**src/core/urt_consts.vh**
```
// Constants for the serial port with its reload/capture timer
`ifndef URT_CONSTS_VH
`define URT_CONSTS_VH

// ****************************************
// Register addresses
// ****************************************
`define URT_SERIAL_CONTROL_STATUS_ADDR     8'h98
`define URT_DATA_ADDR     8'h99
`define URT_TCTL_ADDR     8'hc8
`define URT_HOLD_LO_ADDR  8'hca
`define URT_HOLD_HI_ADDR  8'hcb
`define URT_CNT_LO_ADDR   8'hcc
`define URT_CNT_HI_ADDR   8'hcd
`define URT_REG_RESET     8'h00

// ****************************************
// Serial control/status fields
// ****************************************
`define URT_SC_RI    0
`define URT_SC_TI    1
`define URT_SC_RB8   2
`define URT_SC_TB8   3
`define URT_SC_REN   4
`define URT_SC_SM2   5
`define URT_SC_MLO   6
`define URT_SC_MHI   7
`define URT_MODE_SHIFT  2'h0
`define URT_MODE_8BIT   2'h1
`define URT_MODE_9FIX   2'h2
`define URT_MODE_9VAR   2'h3

// ****************************************
// Timer control fields
// ****************************************
`define URT_TC_CAP   0
`define URT_TC_CNT   1
`define URT_TC_RUN   2
`define URT_TC_EXEN  3
`define URT_TC_TX_FROM_TMR_B  4
`define URT_TC_RCLK  5
`define URT_TC_EXF   6
`define URT_TC_TF    7

// ****************************************
// Timing counts
// ****************************************
`define URT_PRE_LAST     4'hb
`define URT_M0_LOW_END   4'h6
`define URT_M0_SAMPLE    4'h9
`define URT_OVS_LAST     4'hf
`define URT_OVS_S0       4'h6
`define URT_OVS_S1       4'h7
`define URT_OVS_S2       4'h8
`define URT_DIV32_LAST   2'h1
`define URT_DIV64_LAST   2'h3
`define URT_BITS_M0      4'h8
`define URT_BITS_M1      4'ha
`define URT_BITS_M23     4'hb

`endif

```
**src/core/urt_top.v**
```verilog
// Serial port with reload/capture/baud timer, register port and line pins
`include "urt_consts.vh"
`default_nettype none

module urt_top (
  input  wire       ref_clk,
  input  wire       rst,
  input  wire [7:0] sfr_addr,
  input  wire       sfr_wr,
  input  wire       sfr_rd,
  input  wire [7:0] sfr_wdata,
  output reg  [7:0] sfr_rdata,
  input  wire       rxd_in,
  output reg        rxd_out,
  output reg        rxd_oe,
  output reg        txd,
  input  wire       tmr_a_ovf,
  input  wire       mode2_div32,
  input  wire       tmr_b_ext_pin,
  input  wire       tmr_b_count_pin,
  output reg        xmit_room,
  output reg        irq_serial,
  output reg        irq_timer
);
  localparam RX_IDLE = 2'h0;
  localparam RX_UART = 2'h1;
  localparam RX_SHFT = 2'h2;

  // ****************************************
  // State
  // ****************************************
  reg  [7:0]  serial_control_status_reg;
  reg  [7:0]  tmr_b_ctl_reg;
  reg  [15:0] tmr_b_count_reg;
  reg  [15:0] tmr_b_hold_reg;
  reg  [3:0]  tmr_b_pre_reg;
  reg         ext_prev_reg;
  reg         cnt_prev_reg;
  reg  [1:0]  div_reg;
  reg         tx_busy_reg;
  reg  [10:0] tx_sh_reg;
  reg  [3:0]  tx_bits_reg;
  reg  [3:0]  tx_tk_reg;
  reg         tx_done_reg;
  reg  [1:0]  rx_state_reg;
  reg  [10:0] rx_sh_reg;
  reg  [3:0]  rx_bits_reg;
  reg  [3:0]  rx_tk_reg;
  reg         rx_s0_reg;
  reg         rx_s1_reg;
  reg         rx_prev_reg;
  reg         rx_done_reg;
  reg         rb8_load_reg;
  reg         rb8_val_reg;
  reg  [7:0]  uart_data_port_reg;

  wire [1:0]  mode = serial_control_status_reg[`URT_SC_MHI:`URT_SC_MLO];
  wire        mode0 = (mode == `URT_MODE_SHIFT);
  wire        sm2 = serial_control_status_reg[`URT_SC_SM2];
  wire        ren = serial_control_status_reg[`URT_SC_REN];
  wire        tb8 = serial_control_status_reg[`URT_SC_TB8];
  wire        ri = serial_control_status_reg[`URT_SC_RI];
  wire        tx_from_tmr_b = tmr_b_ctl_reg[`URT_TC_TX_FROM_TMR_B];
  wire        rx_from_tmr_b = tmr_b_ctl_reg[`URT_TC_RCLK];
  wire        baud_mode = tx_from_tmr_b | rx_from_tmr_b;
  wire        tmr_b_ext_enable = tmr_b_ctl_reg[`URT_TC_EXEN];
  wire        tmr_b_capture_select = tmr_b_ctl_reg[`URT_TC_CAP];
  wire [3:0]  frame_bits = mode0 ? `URT_BITS_M0 :
                           (mode == `URT_MODE_8BIT) ? `URT_BITS_M1 : `URT_BITS_M23;
  wire        wr_serial_control_status = sfr_wr & (sfr_addr == `URT_SERIAL_CONTROL_STATUS_ADDR);
  wire        wr_tctl = sfr_wr & (sfr_addr == `URT_TCTL_ADDR);

  // ****************************************
  // Timer B
  // ****************************************
  wire ext_fall = ext_prev_reg & ~tmr_b_ext_pin;
  wire cnt_fall = cnt_prev_reg & ~tmr_b_count_pin;
  wire pre_tick = (tmr_b_pre_reg == `URT_PRE_LAST);
  // Baud mode counts every clock so the serial rate can reach useful speeds
  wire tmr_b_inc = tmr_b_ctl_reg[`URT_TC_RUN] &
                   (baud_mode ? 1'b1 : (tmr_b_ctl_reg[`URT_TC_CNT] ? cnt_fall : pre_tick));
  wire tmr_b_ovf = tmr_b_inc & (tmr_b_count_reg == 16'hffff);
  // External events are ignored while the timer paces the serial port
  wire ext_evt = ext_fall & tmr_b_ext_enable & ~baud_mode;
  wire set_tf = tmr_b_ovf & ~baud_mode;
  wire ext_evt_flag = ext_evt;

  always @(posedge ref_clk or posedge rst) begin
    if (rst) begin
      tmr_b_ctl_reg   <= `URT_REG_RESET;
      tmr_b_count_reg <= 16'h0000;
      tmr_b_hold_reg  <= 16'h0000;
      tmr_b_pre_reg   <= 4'h0;
      ext_prev_reg    <= 1'b1;
      cnt_prev_reg    <= 1'b1;
    end else begin
      ext_prev_reg  <= tmr_b_ext_pin;
      cnt_prev_reg  <= tmr_b_count_pin;
      tmr_b_pre_reg <= pre_tick ? 4'h0 : tmr_b_pre_reg + 4'h1;
      if (wr_tctl)
        tmr_b_ctl_reg <= sfr_wdata;
      // Hardware set wins over a software clear in the same cycle
      if (set_tf)
        tmr_b_ctl_reg[`URT_TC_TF] <= 1'b1;
      if (ext_evt_flag)
        tmr_b_ctl_reg[`URT_TC_EXF] <= 1'b1;
      if (tmr_b_ovf) begin
        if (baud_mode | ~tmr_b_capture_select)
          tmr_b_count_reg <= tmr_b_hold_reg;
        else
          tmr_b_count_reg <= 16'h0000;
      end else if (ext_evt & ~tmr_b_capture_select) begin
        tmr_b_count_reg <= tmr_b_hold_reg;
      end else if (tmr_b_inc) begin
        tmr_b_count_reg <= tmr_b_count_reg + 16'h0001;
      end
      if (ext_evt & tmr_b_capture_select)
        tmr_b_hold_reg <= tmr_b_count_reg;
      if (sfr_wr & (sfr_addr == `URT_CNT_LO_ADDR))
        tmr_b_count_reg[7:0] <= sfr_wdata;
      if (sfr_wr & (sfr_addr == `URT_CNT_HI_ADDR))
        tmr_b_count_reg[15:8] <= sfr_wdata;
      if (sfr_wr & (sfr_addr == `URT_HOLD_LO_ADDR))
        tmr_b_hold_reg[7:0] <= sfr_wdata;
      if (sfr_wr & (sfr_addr == `URT_HOLD_HI_ADDR))
        tmr_b_hold_reg[15:8] <= sfr_wdata;
    end
  end

  // ****************************************
  // Rate sources
  // ****************************************
  wire div_last = mode2_div32 ? (div_reg == `URT_DIV32_LAST) : (div_reg == `URT_DIV64_LAST);
  wire div_tick = div_last;
  wire tx_tick = (mode == `URT_MODE_9FIX) ? div_tick :
                 (tx_from_tmr_b ? tmr_b_ovf : tmr_a_ovf);
  wire rx_tick = (mode == `URT_MODE_9FIX) ? div_tick :
                 (rx_from_tmr_b ? tmr_b_ovf : tmr_a_ovf);

  always @(posedge ref_clk or posedge rst) begin
    if (rst)
      div_reg <= 2'h0;
    else
      div_reg <= div_last ? 2'h0 : div_reg + 2'h1;
  end

  // ****************************************
  // Transmit path
  // ****************************************
  wire       buf_in_ready;
  wire       buf_valid;
  wire [7:0] buf_data;
  wire       tx_start = ~tx_busy_reg & buf_valid;

  urt_buf2 #(.W(8)) u_txbuf (
    .clk       (ref_clk),
    .rst       (rst),
    .in_valid  (sfr_wr & (sfr_addr == `URT_DATA_ADDR)),
    .in_ready  (buf_in_ready),
    .in_data   (sfr_wdata),
    .out_valid (buf_valid),
    .out_ready (tx_start),
    .out_data  (buf_data)
  );

  wire tx_step = mode0 ? (tx_tk_reg == `URT_PRE_LAST) :
                         (tx_tick & (tx_tk_reg == `URT_OVS_LAST));

  always @(posedge ref_clk or posedge rst) begin
    if (rst) begin
      tx_busy_reg <= 1'b0;
      tx_sh_reg   <= 11'h7ff;
      tx_bits_reg <= 4'h0;
      tx_tk_reg   <= 4'h0;
      tx_done_reg <= 1'b0;
    end else begin
      tx_done_reg <= 1'b0;
      if (tx_start) begin
        tx_busy_reg <= 1'b1;
        tx_bits_reg <= 4'h0;
        tx_tk_reg   <= 4'h0;
        // Stop, ninth (or the only stop sent in mode 1), data, start: sent from bit 0; mode 0 has no start or stop
        if (mode0)
          tx_sh_reg <= {3'h7, buf_data};
        else if (mode == `URT_MODE_8BIT)
          tx_sh_reg <= {2'h3, buf_data, 1'b0};
        else
          tx_sh_reg <= {1'b1, tb8, buf_data, 1'b0};
      end else if (tx_busy_reg) begin
        if (mode0 | tx_tick)
          tx_tk_reg <= tx_step ? 4'h0 : tx_tk_reg + 4'h1;
        if (tx_step) begin
          tx_sh_reg   <= {1'b1, tx_sh_reg[10:1]};
          tx_bits_reg <= tx_bits_reg + 4'h1;
          if (tx_bits_reg == frame_bits - 4'h1) begin
            tx_busy_reg <= 1'b0;
            tx_done_reg <= 1'b1;
          end
        end
      end
    end
  end

  // ****************************************
  // Receive path
  // ****************************************
  wire       rx_fall = rx_prev_reg & ~rxd_in;
  wire       maj = (rx_s0_reg & rx_s1_reg) | (rx_s0_reg & rxd_in) | (rx_s1_reg & rxd_in);
  // At the stop sample the data sits at [10:3] in mode 1 and at [9:2] in nine-bit modes
  wire       rx_stop = maj;
  wire       rx_ninth = rx_sh_reg[10];
  wire       rx_last = (rx_bits_reg == frame_bits - 4'h1);

  always @(posedge ref_clk or posedge rst) begin
    if (rst) begin
      rx_state_reg       <= RX_IDLE;
      rx_sh_reg          <= 11'h7ff;
      rx_bits_reg        <= 4'h0;
      rx_tk_reg          <= 4'h0;
      rx_s0_reg          <= 1'b1;
      rx_s1_reg          <= 1'b1;
      rx_prev_reg        <= 1'b1;
      rx_done_reg        <= 1'b0;
      rb8_load_reg       <= 1'b0;
      rb8_val_reg        <= 1'b0;
      uart_data_port_reg <= 8'h00;
    end else begin
      rx_prev_reg  <= rxd_in;
      rx_done_reg  <= 1'b0;
      rb8_load_reg <= 1'b0;
      case (rx_state_reg)
        RX_IDLE: begin
          rx_tk_reg   <= 4'h0;
          rx_bits_reg <= 4'h0;
          if (ren & ~mode0 & rx_fall)
            rx_state_reg <= RX_UART;
          // The done pulse reaches the flag a cycle late; without it a frame restarts
          else if (ren & mode0 & ~ri & ~tx_busy_reg & ~rx_done_reg)
            rx_state_reg <= RX_SHFT;
        end
        RX_UART: begin
          if (rx_tick) begin
            rx_tk_reg <= rx_tk_reg + 4'h1;
            if (rx_tk_reg == `URT_OVS_S0)
              rx_s0_reg <= rxd_in;
            if (rx_tk_reg == `URT_OVS_S1)
              rx_s1_reg <= rxd_in;
            if (rx_tk_reg == `URT_OVS_S2) begin
              // Majority of three samples rejects short glitches
              rx_sh_reg   <= {maj, rx_sh_reg[10:1]};
              rx_bits_reg <= rx_bits_reg + 4'h1;
              if ((rx_bits_reg == 4'h0) & maj) begin
                rx_state_reg <= RX_IDLE;
              end else if (rx_last) begin
                rx_state_reg <= RX_IDLE;
                if (mode == `URT_MODE_8BIT) begin
                  if (~sm2 | rx_stop) begin
                    uart_data_port_reg <= rx_sh_reg[10:3];
                    rx_done_reg        <= 1'b1;
                  end
                  rb8_load_reg <= ~sm2;
                  rb8_val_reg  <= rx_stop;
                end else if (~sm2 | rx_ninth) begin
                  uart_data_port_reg <= rx_sh_reg[9:2];
                  rx_done_reg        <= 1'b1;
                  rb8_load_reg       <= 1'b1;
                  rb8_val_reg        <= rx_ninth;
                end
              end
            end
          end
        end
        RX_SHFT: begin
          rx_tk_reg <= (rx_tk_reg == `URT_PRE_LAST) ? 4'h0 : rx_tk_reg + 4'h1;
          if (rx_tk_reg == `URT_M0_SAMPLE) begin
            rx_sh_reg   <= {rxd_in, rx_sh_reg[10:1]};
            rx_bits_reg <= rx_bits_reg + 4'h1;
          end
          if ((rx_tk_reg == `URT_PRE_LAST) & (rx_bits_reg == `URT_BITS_M0)) begin
            rx_state_reg       <= RX_IDLE;
            uart_data_port_reg <= rx_sh_reg[10:3];
            rx_done_reg        <= 1'b1;
          end
        end
        default: begin
          rx_state_reg <= RX_IDLE;
        end
      endcase
    end
  end

  // ****************************************
  // Serial control/status and register reads
  // ****************************************
  always @(posedge ref_clk or posedge rst) begin
    if (rst) begin
      serial_control_status_reg <= `URT_REG_RESET;
      sfr_rdata                 <= 8'h00;
    end else begin
      if (wr_serial_control_status)
        serial_control_status_reg <= sfr_wdata;
      if (tx_done_reg)
        serial_control_status_reg[`URT_SC_TI] <= 1'b1;
      if (rx_done_reg)
        serial_control_status_reg[`URT_SC_RI] <= 1'b1;
      if (rb8_load_reg)
        serial_control_status_reg[`URT_SC_RB8] <= rb8_val_reg;
      if (sfr_rd) begin
        case (sfr_addr)
          `URT_SERIAL_CONTROL_STATUS_ADDR:    sfr_rdata <= serial_control_status_reg;
          `URT_DATA_ADDR:    sfr_rdata <= uart_data_port_reg;
          `URT_TCTL_ADDR:    sfr_rdata <= tmr_b_ctl_reg;
          `URT_HOLD_LO_ADDR: sfr_rdata <= tmr_b_hold_reg[7:0];
          `URT_HOLD_HI_ADDR: sfr_rdata <= tmr_b_hold_reg[15:8];
          `URT_CNT_LO_ADDR:  sfr_rdata <= tmr_b_count_reg[7:0];
          `URT_CNT_HI_ADDR:  sfr_rdata <= tmr_b_count_reg[15:8];
          default:           sfr_rdata <= 8'h00;
        endcase
      end
    end
  end

  // ****************************************
  // Registered pins and requests
  // ****************************************
  wire m0_tx = tx_busy_reg & mode0;
  wire m0_rx = (rx_state_reg == RX_SHFT);
  wire m0_tk_hi = m0_tx ? (tx_tk_reg >= `URT_M0_LOW_END) : (rx_tk_reg >= `URT_M0_LOW_END);

  always @(posedge ref_clk or posedge rst) begin
    if (rst) begin
      txd        <= 1'b1;
      rxd_out    <= 1'b1;
      rxd_oe     <= 1'b0;
      xmit_room  <= 1'b0;
      irq_serial <= 1'b0;
      irq_timer  <= 1'b0;
    end else begin
      // Mode 0 puts the shift clock on the transmit pin and data on the receive pin
      if (mode0)
        txd <= (m0_tx | m0_rx) ? m0_tk_hi : 1'b1;
      else
        txd <= tx_busy_reg ? tx_sh_reg[0] : 1'b1;
      rxd_out    <= m0_tx ? tx_sh_reg[0] : 1'b1;
      rxd_oe     <= m0_tx;
      xmit_room  <= buf_in_ready;
      irq_serial <= serial_control_status_reg[`URT_SC_TI] |
                    serial_control_status_reg[`URT_SC_RI];
      irq_timer  <= tmr_b_ctl_reg[`URT_TC_TF] | tmr_b_ctl_reg[`URT_TC_EXF];
    end
  end

endmodule

`default_nettype wire

```
**src/core/urt_buf2.v**
```verilog
// Two-entry buffer with valid/ready on both sides
`default_nettype none

module urt_buf2 #(
  parameter W = 8
) (
  input  wire         clk,
  input  wire         rst,
  input  wire         in_valid,
  output wire         in_ready,
  input  wire [W-1:0] in_data,
  output wire         out_valid,
  input  wire         out_ready,
  output wire [W-1:0] out_data
);
  reg  [W-1:0] ent0_reg;
  reg  [W-1:0] ent1_reg;
  reg  [1:0]   cnt_reg;
  wire         push;
  wire         pop;

  assign in_ready  = (cnt_reg != 2'h2);
  assign out_valid = (cnt_reg != 2'h0);
  assign out_data  = ent0_reg;
  assign push      = in_valid & in_ready;
  assign pop       = out_ready & out_valid;

  always @(posedge clk or posedge rst) begin
    if (rst) begin
      ent0_reg <= {W{1'b0}};
      ent1_reg <= {W{1'b0}};
      cnt_reg  <= 2'h0;
    end else begin
      case ({push, pop})
        2'b10: begin
          if (cnt_reg == 2'h0)
            ent0_reg <= in_data;
          else
            ent1_reg <= in_data;
          cnt_reg <= cnt_reg + 2'h1;
        end
        2'b01: begin
          ent0_reg <= ent1_reg;
          cnt_reg  <= cnt_reg - 2'h1;
        end
        2'b11: begin
          // Entry count is unchanged; the head moves on
          if (cnt_reg == 2'h1) begin
            ent0_reg <= in_data;
          end else begin
            ent0_reg <= ent1_reg;
            ent1_reg <= in_data;
          end
        end
        default: begin
          cnt_reg <= cnt_reg;
        end
      endcase
    end
  end

endmodule

`default_nettype wire

```
**config.mk**
```make
export PLATFORM = sky130hd
export DESIGN_NAME = urt_top
export DESIGN_NICKNAME = d
export VERILOG_FILES = /design/src/core/urt_top.v /design/src/core/urt_buf2.v
export VERILOG_INCLUDE_DIRS = /design/src /design/src/core
export SDC_FILE = /design/constraint.sdc
export NUM_CORES = 1
export LEC_CHECK = 0
export ABC_CLOCK_PERIOD_IN_PS = 9770
export BUFFER_PORTS_ARGS = -buffer_cell sky130_fd_sc_hd__buf_2
export CAP_MARGIN = 10
export CORE_ASPECT_RATIO = 1.2
export CORE_MARGIN = 10
export CORE_UTILIZATION = 60
export CTS_BUF_LIST = sky130_fd_sc_hd__clkbuf_4 sky130_fd_sc_hd__clkbuf_8
export DETAILED_ROUTE_END_ITERATION = 6
export PLACE_DENSITY = 0.89
export SLEW_MARGIN = 20
export SYNTH_ARGS = -nofsm -noshare
export SYNTH_HDL_FRONTEND = slang
export SYNTH_SLANG_ARGS = --single-unit
```
**constraint.sdc**
```tcl
create_clock -name ref_clk -period 9.77 [get_ports ref_clk]
set_input_delay 0.977 -clock ref_clk [delete_from_list [all_inputs] [get_ports ref_clk]]
set_output_delay 0.977 -clock ref_clk [all_outputs]
set_load 0.005 [all_outputs]
```
==> flow_summary.toml <==
[setup_path]
cp_data_required_time_ns = 10.10
startpoint_type = "primary input"
cp-endpoint = "u_txbuf.ent1_reg[7]"
reg2reg_slack_ns = 6.81
arrival_ns = 3.81
critPathKind = "primary input to flip-flop"
reg2reg_to = "tx_bits_reg[3]"
cp_max_fo = 13
r2r-start = "serial_control_status_reg[6]"
end_kind = "flip-flop"
startpoint = "sfr_addr[1]"
r2r_cells = 6

[timing]
finalClockSkew_ns = 0.0204
worstMarginPinSlew_ns = 0.991
timing_max_transition_violations_final = 0
fmax_ghz = 0.287
fin_crit_ns = 3.48
hold_viol = 0
tns_ns = 0
rsz0062_at_grt = "no"
min_period_over_period_pct = 35.7
slew-limit-headroom_pct = 33.8
setup_viol = 0

[detailed_routing]
firstDrtPassIters = 7
met2_length_um = 9570
num_vias = 6400
post_drt_wl_per_cell_um = 19.8
drt-total-wl_um = 19600
dr_wl_met3_um = 1130
drtIter0Drc = 861
drc_errors = 6
highest_layer = "met4"
ant_nets = 0
wl_met1_um = 7950
viasPerCell = 6.45

[floorplanning]
io_pins = 39
rows = 46
core_um2 = 13100
die_h_um = 146
dieArea_um2 = 18300
start_util_pct = 60.8
die_w_um = 125

[final_layout]
areaGrowthSynthToFinish_pct = 7.61
drive_gt1_share_pct = 20.8
final_nets = 857
regArea_um2 = 3560
postLayoutCoreUtil_pct = 65.4
multi_input_area_um2 = 4120
finalNonFillerCells = 993
fillers = 1003

[yosys]
yosysSeqAreaShare_pct = 44.7
synth_edf_count = 0
yosysUniqueCellTypes = 76
synth_top_cells_by_area = "dfrtp_1 36%, dfstp_2 8.6%, mux2_2 6.2%"
yosysTopAreaCellShare_pct = 36.1
syn_inst = 798
synthesis.nets = 844
avgSynthCellArea_um2 = 9.99
yosysTopAreaCell = "dfrtp_1"
syn-cell-area_um2 = 7980
synth_flop_cell = "dfrtp_1"
ys_ff_latch = 141
ys_async_sr_fraction_pct = 100
ys.warnings.count = 0

[status]
violations = "design-rule violations"
status = "complete, but fails checks"

[placement]
gp_routability_congestion = 0.985
placed_cells = 960
dp_hpwl_um = 13600
io_buffers = 38

[cts]
clk_path_buf_depth = 2
cts_root_buf = "clkbuf_8"
numCtsBuffers = 17
post_cts.repair.setup_buffers = 0
htreeDepth = 4
cts.hold.buffers_added = 0
path_clk_slew_ns = 0.08
cts_tree = "yes"
ctsResizeCount = 0
cts_sinks = 141
worst_skew_pair.late_latency_ns = 0.45

[power_and_ir_drop]
leakage_nw = 4.00
power_frac_comb_pct = 24.5
p_sw_share_pct = 34.7
power_density_nw_per_um2 = 206
p_int_mw = 1.16
power_switching_mw = 0.614
irDropWorstVdd_uv = 111
power_frac_seq_pct = 49.2
clockPowerShare_pct = 26.3

[worst_hold_path]
hold_class = "flip-flop to flip-flop"

[global_route]
grt_pass1_wl_um = 32500
gr-total-overflow = 0
antenna_found_initial = 1
grt_start_max_net_pins = 74
grt_util_all_layers_pct = 21.4
grt_pass1_vias = 6252

[job]
drv_cap = 0
==> Yosys cell counts (3+ instances only) <==
cell type and n:
dfrtp_1 115, nand2_1 100, o21ai_0 50, mux2_2 44, nor2_1 39, mux2i_1 37
nand3_1 31, nor3_1 30, clkbuf_1 27, inv_1 27, dfstp_2 26, a221oi_1 22
ha_1 21, a21oi_1 20, xnor2_1 15, nor2b_1 13, a22oi_1 12, buf_2 10
nand2b_1 10, and3_1 9, a31oi_1 8, mux2_4 8, o221ai_1 8, nand4_1 7
o21ai_1 6, nand3b_1 5, nor3b_1 5, o22a_1 5, a2bb2oi_1 4, and2_1 4
buf_4 4, o22ai_1 4, or2_2 4, or3_1 4, xor2_1 4, a21o_1 3
a22o_1 3, a32oi_1 3, buf_1 3, nor4bb_1 3, o211ai_1 3
==> cells in the final DEF, fill, tap and decap left out, types with 5 or more instances in the layout <==
master and count:
a21oi_1 20, a221oi_1 22, a22oi_1 12, a31oi_1 7, and3_1 9, buf_2 38
clkbuf_8 18, clkinv_2 5, dfrtp_1 115, dfstp_2 26, ha_1 21, inv_1 26
mux2_2 44, mux2_4 8, mux2i_1 37, nand2_1 100, nand2b_1 10, nand3_1 31
nand3b_1 5, nand4_1 7, nor2_1 39, nor2b_1 13, nor3_1 30, nor3b_1 5
o21ai_0 50, o21ai_1 6, o221ai_1 8, o22a_1 5, xnor2_1 15
==> area by class of cell <==
type                    instances  area share [%]
clock buffers                  18            2.89
clock inverters                14            1.65
diodes                          1          0.0292
multi-input cells             585            48.0
repair buffers                 39            2.30
flip-flops and latches        141            41.5
well taps                     168            2.45
inverters                      27            1.24
==> routing by layer <==
metal	vias to the layer above	global-route usage, %
met5	-	0
met1	3125	25.8
met4	0	11.5
met2	269	35.4
met3	78	3.80
li1	2928	-
==> worst max-delay path, cell delays in order <==
cell       delay [ns]
buf_2            0.15
nand4bb_4        0.28
nor4b_4          0.58
and2_1           0.49
nand3_1          0.16
inv_1            0.11
ha_1             0.20
nand2_1          0.09
o211ai_1         0.35
mux2_2           0.41
==> worst min-delay path by stage <==
stage / startpoint / endpoint / depth (start not counted)
global placement: div_reg[0] / div_reg[0] / 1
CTS: tmr_b_pre_reg[0] / tmr_b_pre_reg[0] / 1
detailed placement: tx_done_reg / serial_control_status_reg[1] / 1
global route: tx_done_reg / serial_control_status_reg[1] / 1
finish: tmr_b_pre_reg[0] / tmr_b_pre_reg[0] / 1
floorplan: tx_done_reg / serial_control_status_reg[1] / 1
==> through the flow <==
step	hold slack [ns]	area, um^2	setup slack (ns)	power, mW
final	0.472	8580	6.29	1.77
after CTS	0.476	8570	6.38	1.77
after global routing	0.497	8580	6.05	1.87
after detailed placement	0.451	8180	5.95	1.30
after floorplan	0.413	7980	5.05	1.19
after global placement	0.444	8180	6.06	1.28
==> power by group through the flow <==
stage	sequential (mW)	clock (mW)	combinational [mW]
after floorplan	0.812	0	0.379
after global placement	0.870	0	0.410
after detailed placement	0.876	0	0.428
after CTS	0.866	0.470	0.431
after global routing	0.889	0.494	0.486
final	0.871	0.466	0.433
==> kinds of logic (layout without fill, tap and decap cells) <==
kind of cell | count (synthesis) | in the layout | synth area share (%)
buf+inv | 72 | 98 | 3.83
flops | 141 | 141 | 44.7
mux | 89 | 89 | 12.4
compound gates | 173 | 173 | 15.2
xor+xnor | 19 | 19 | 2.09
other cells | 0 | 1 | 0
fa+ha+maj | 22 | 22 | 3.42
simple gates | 282 | 282 | 18.4
(Power assumes the default switching activity.)
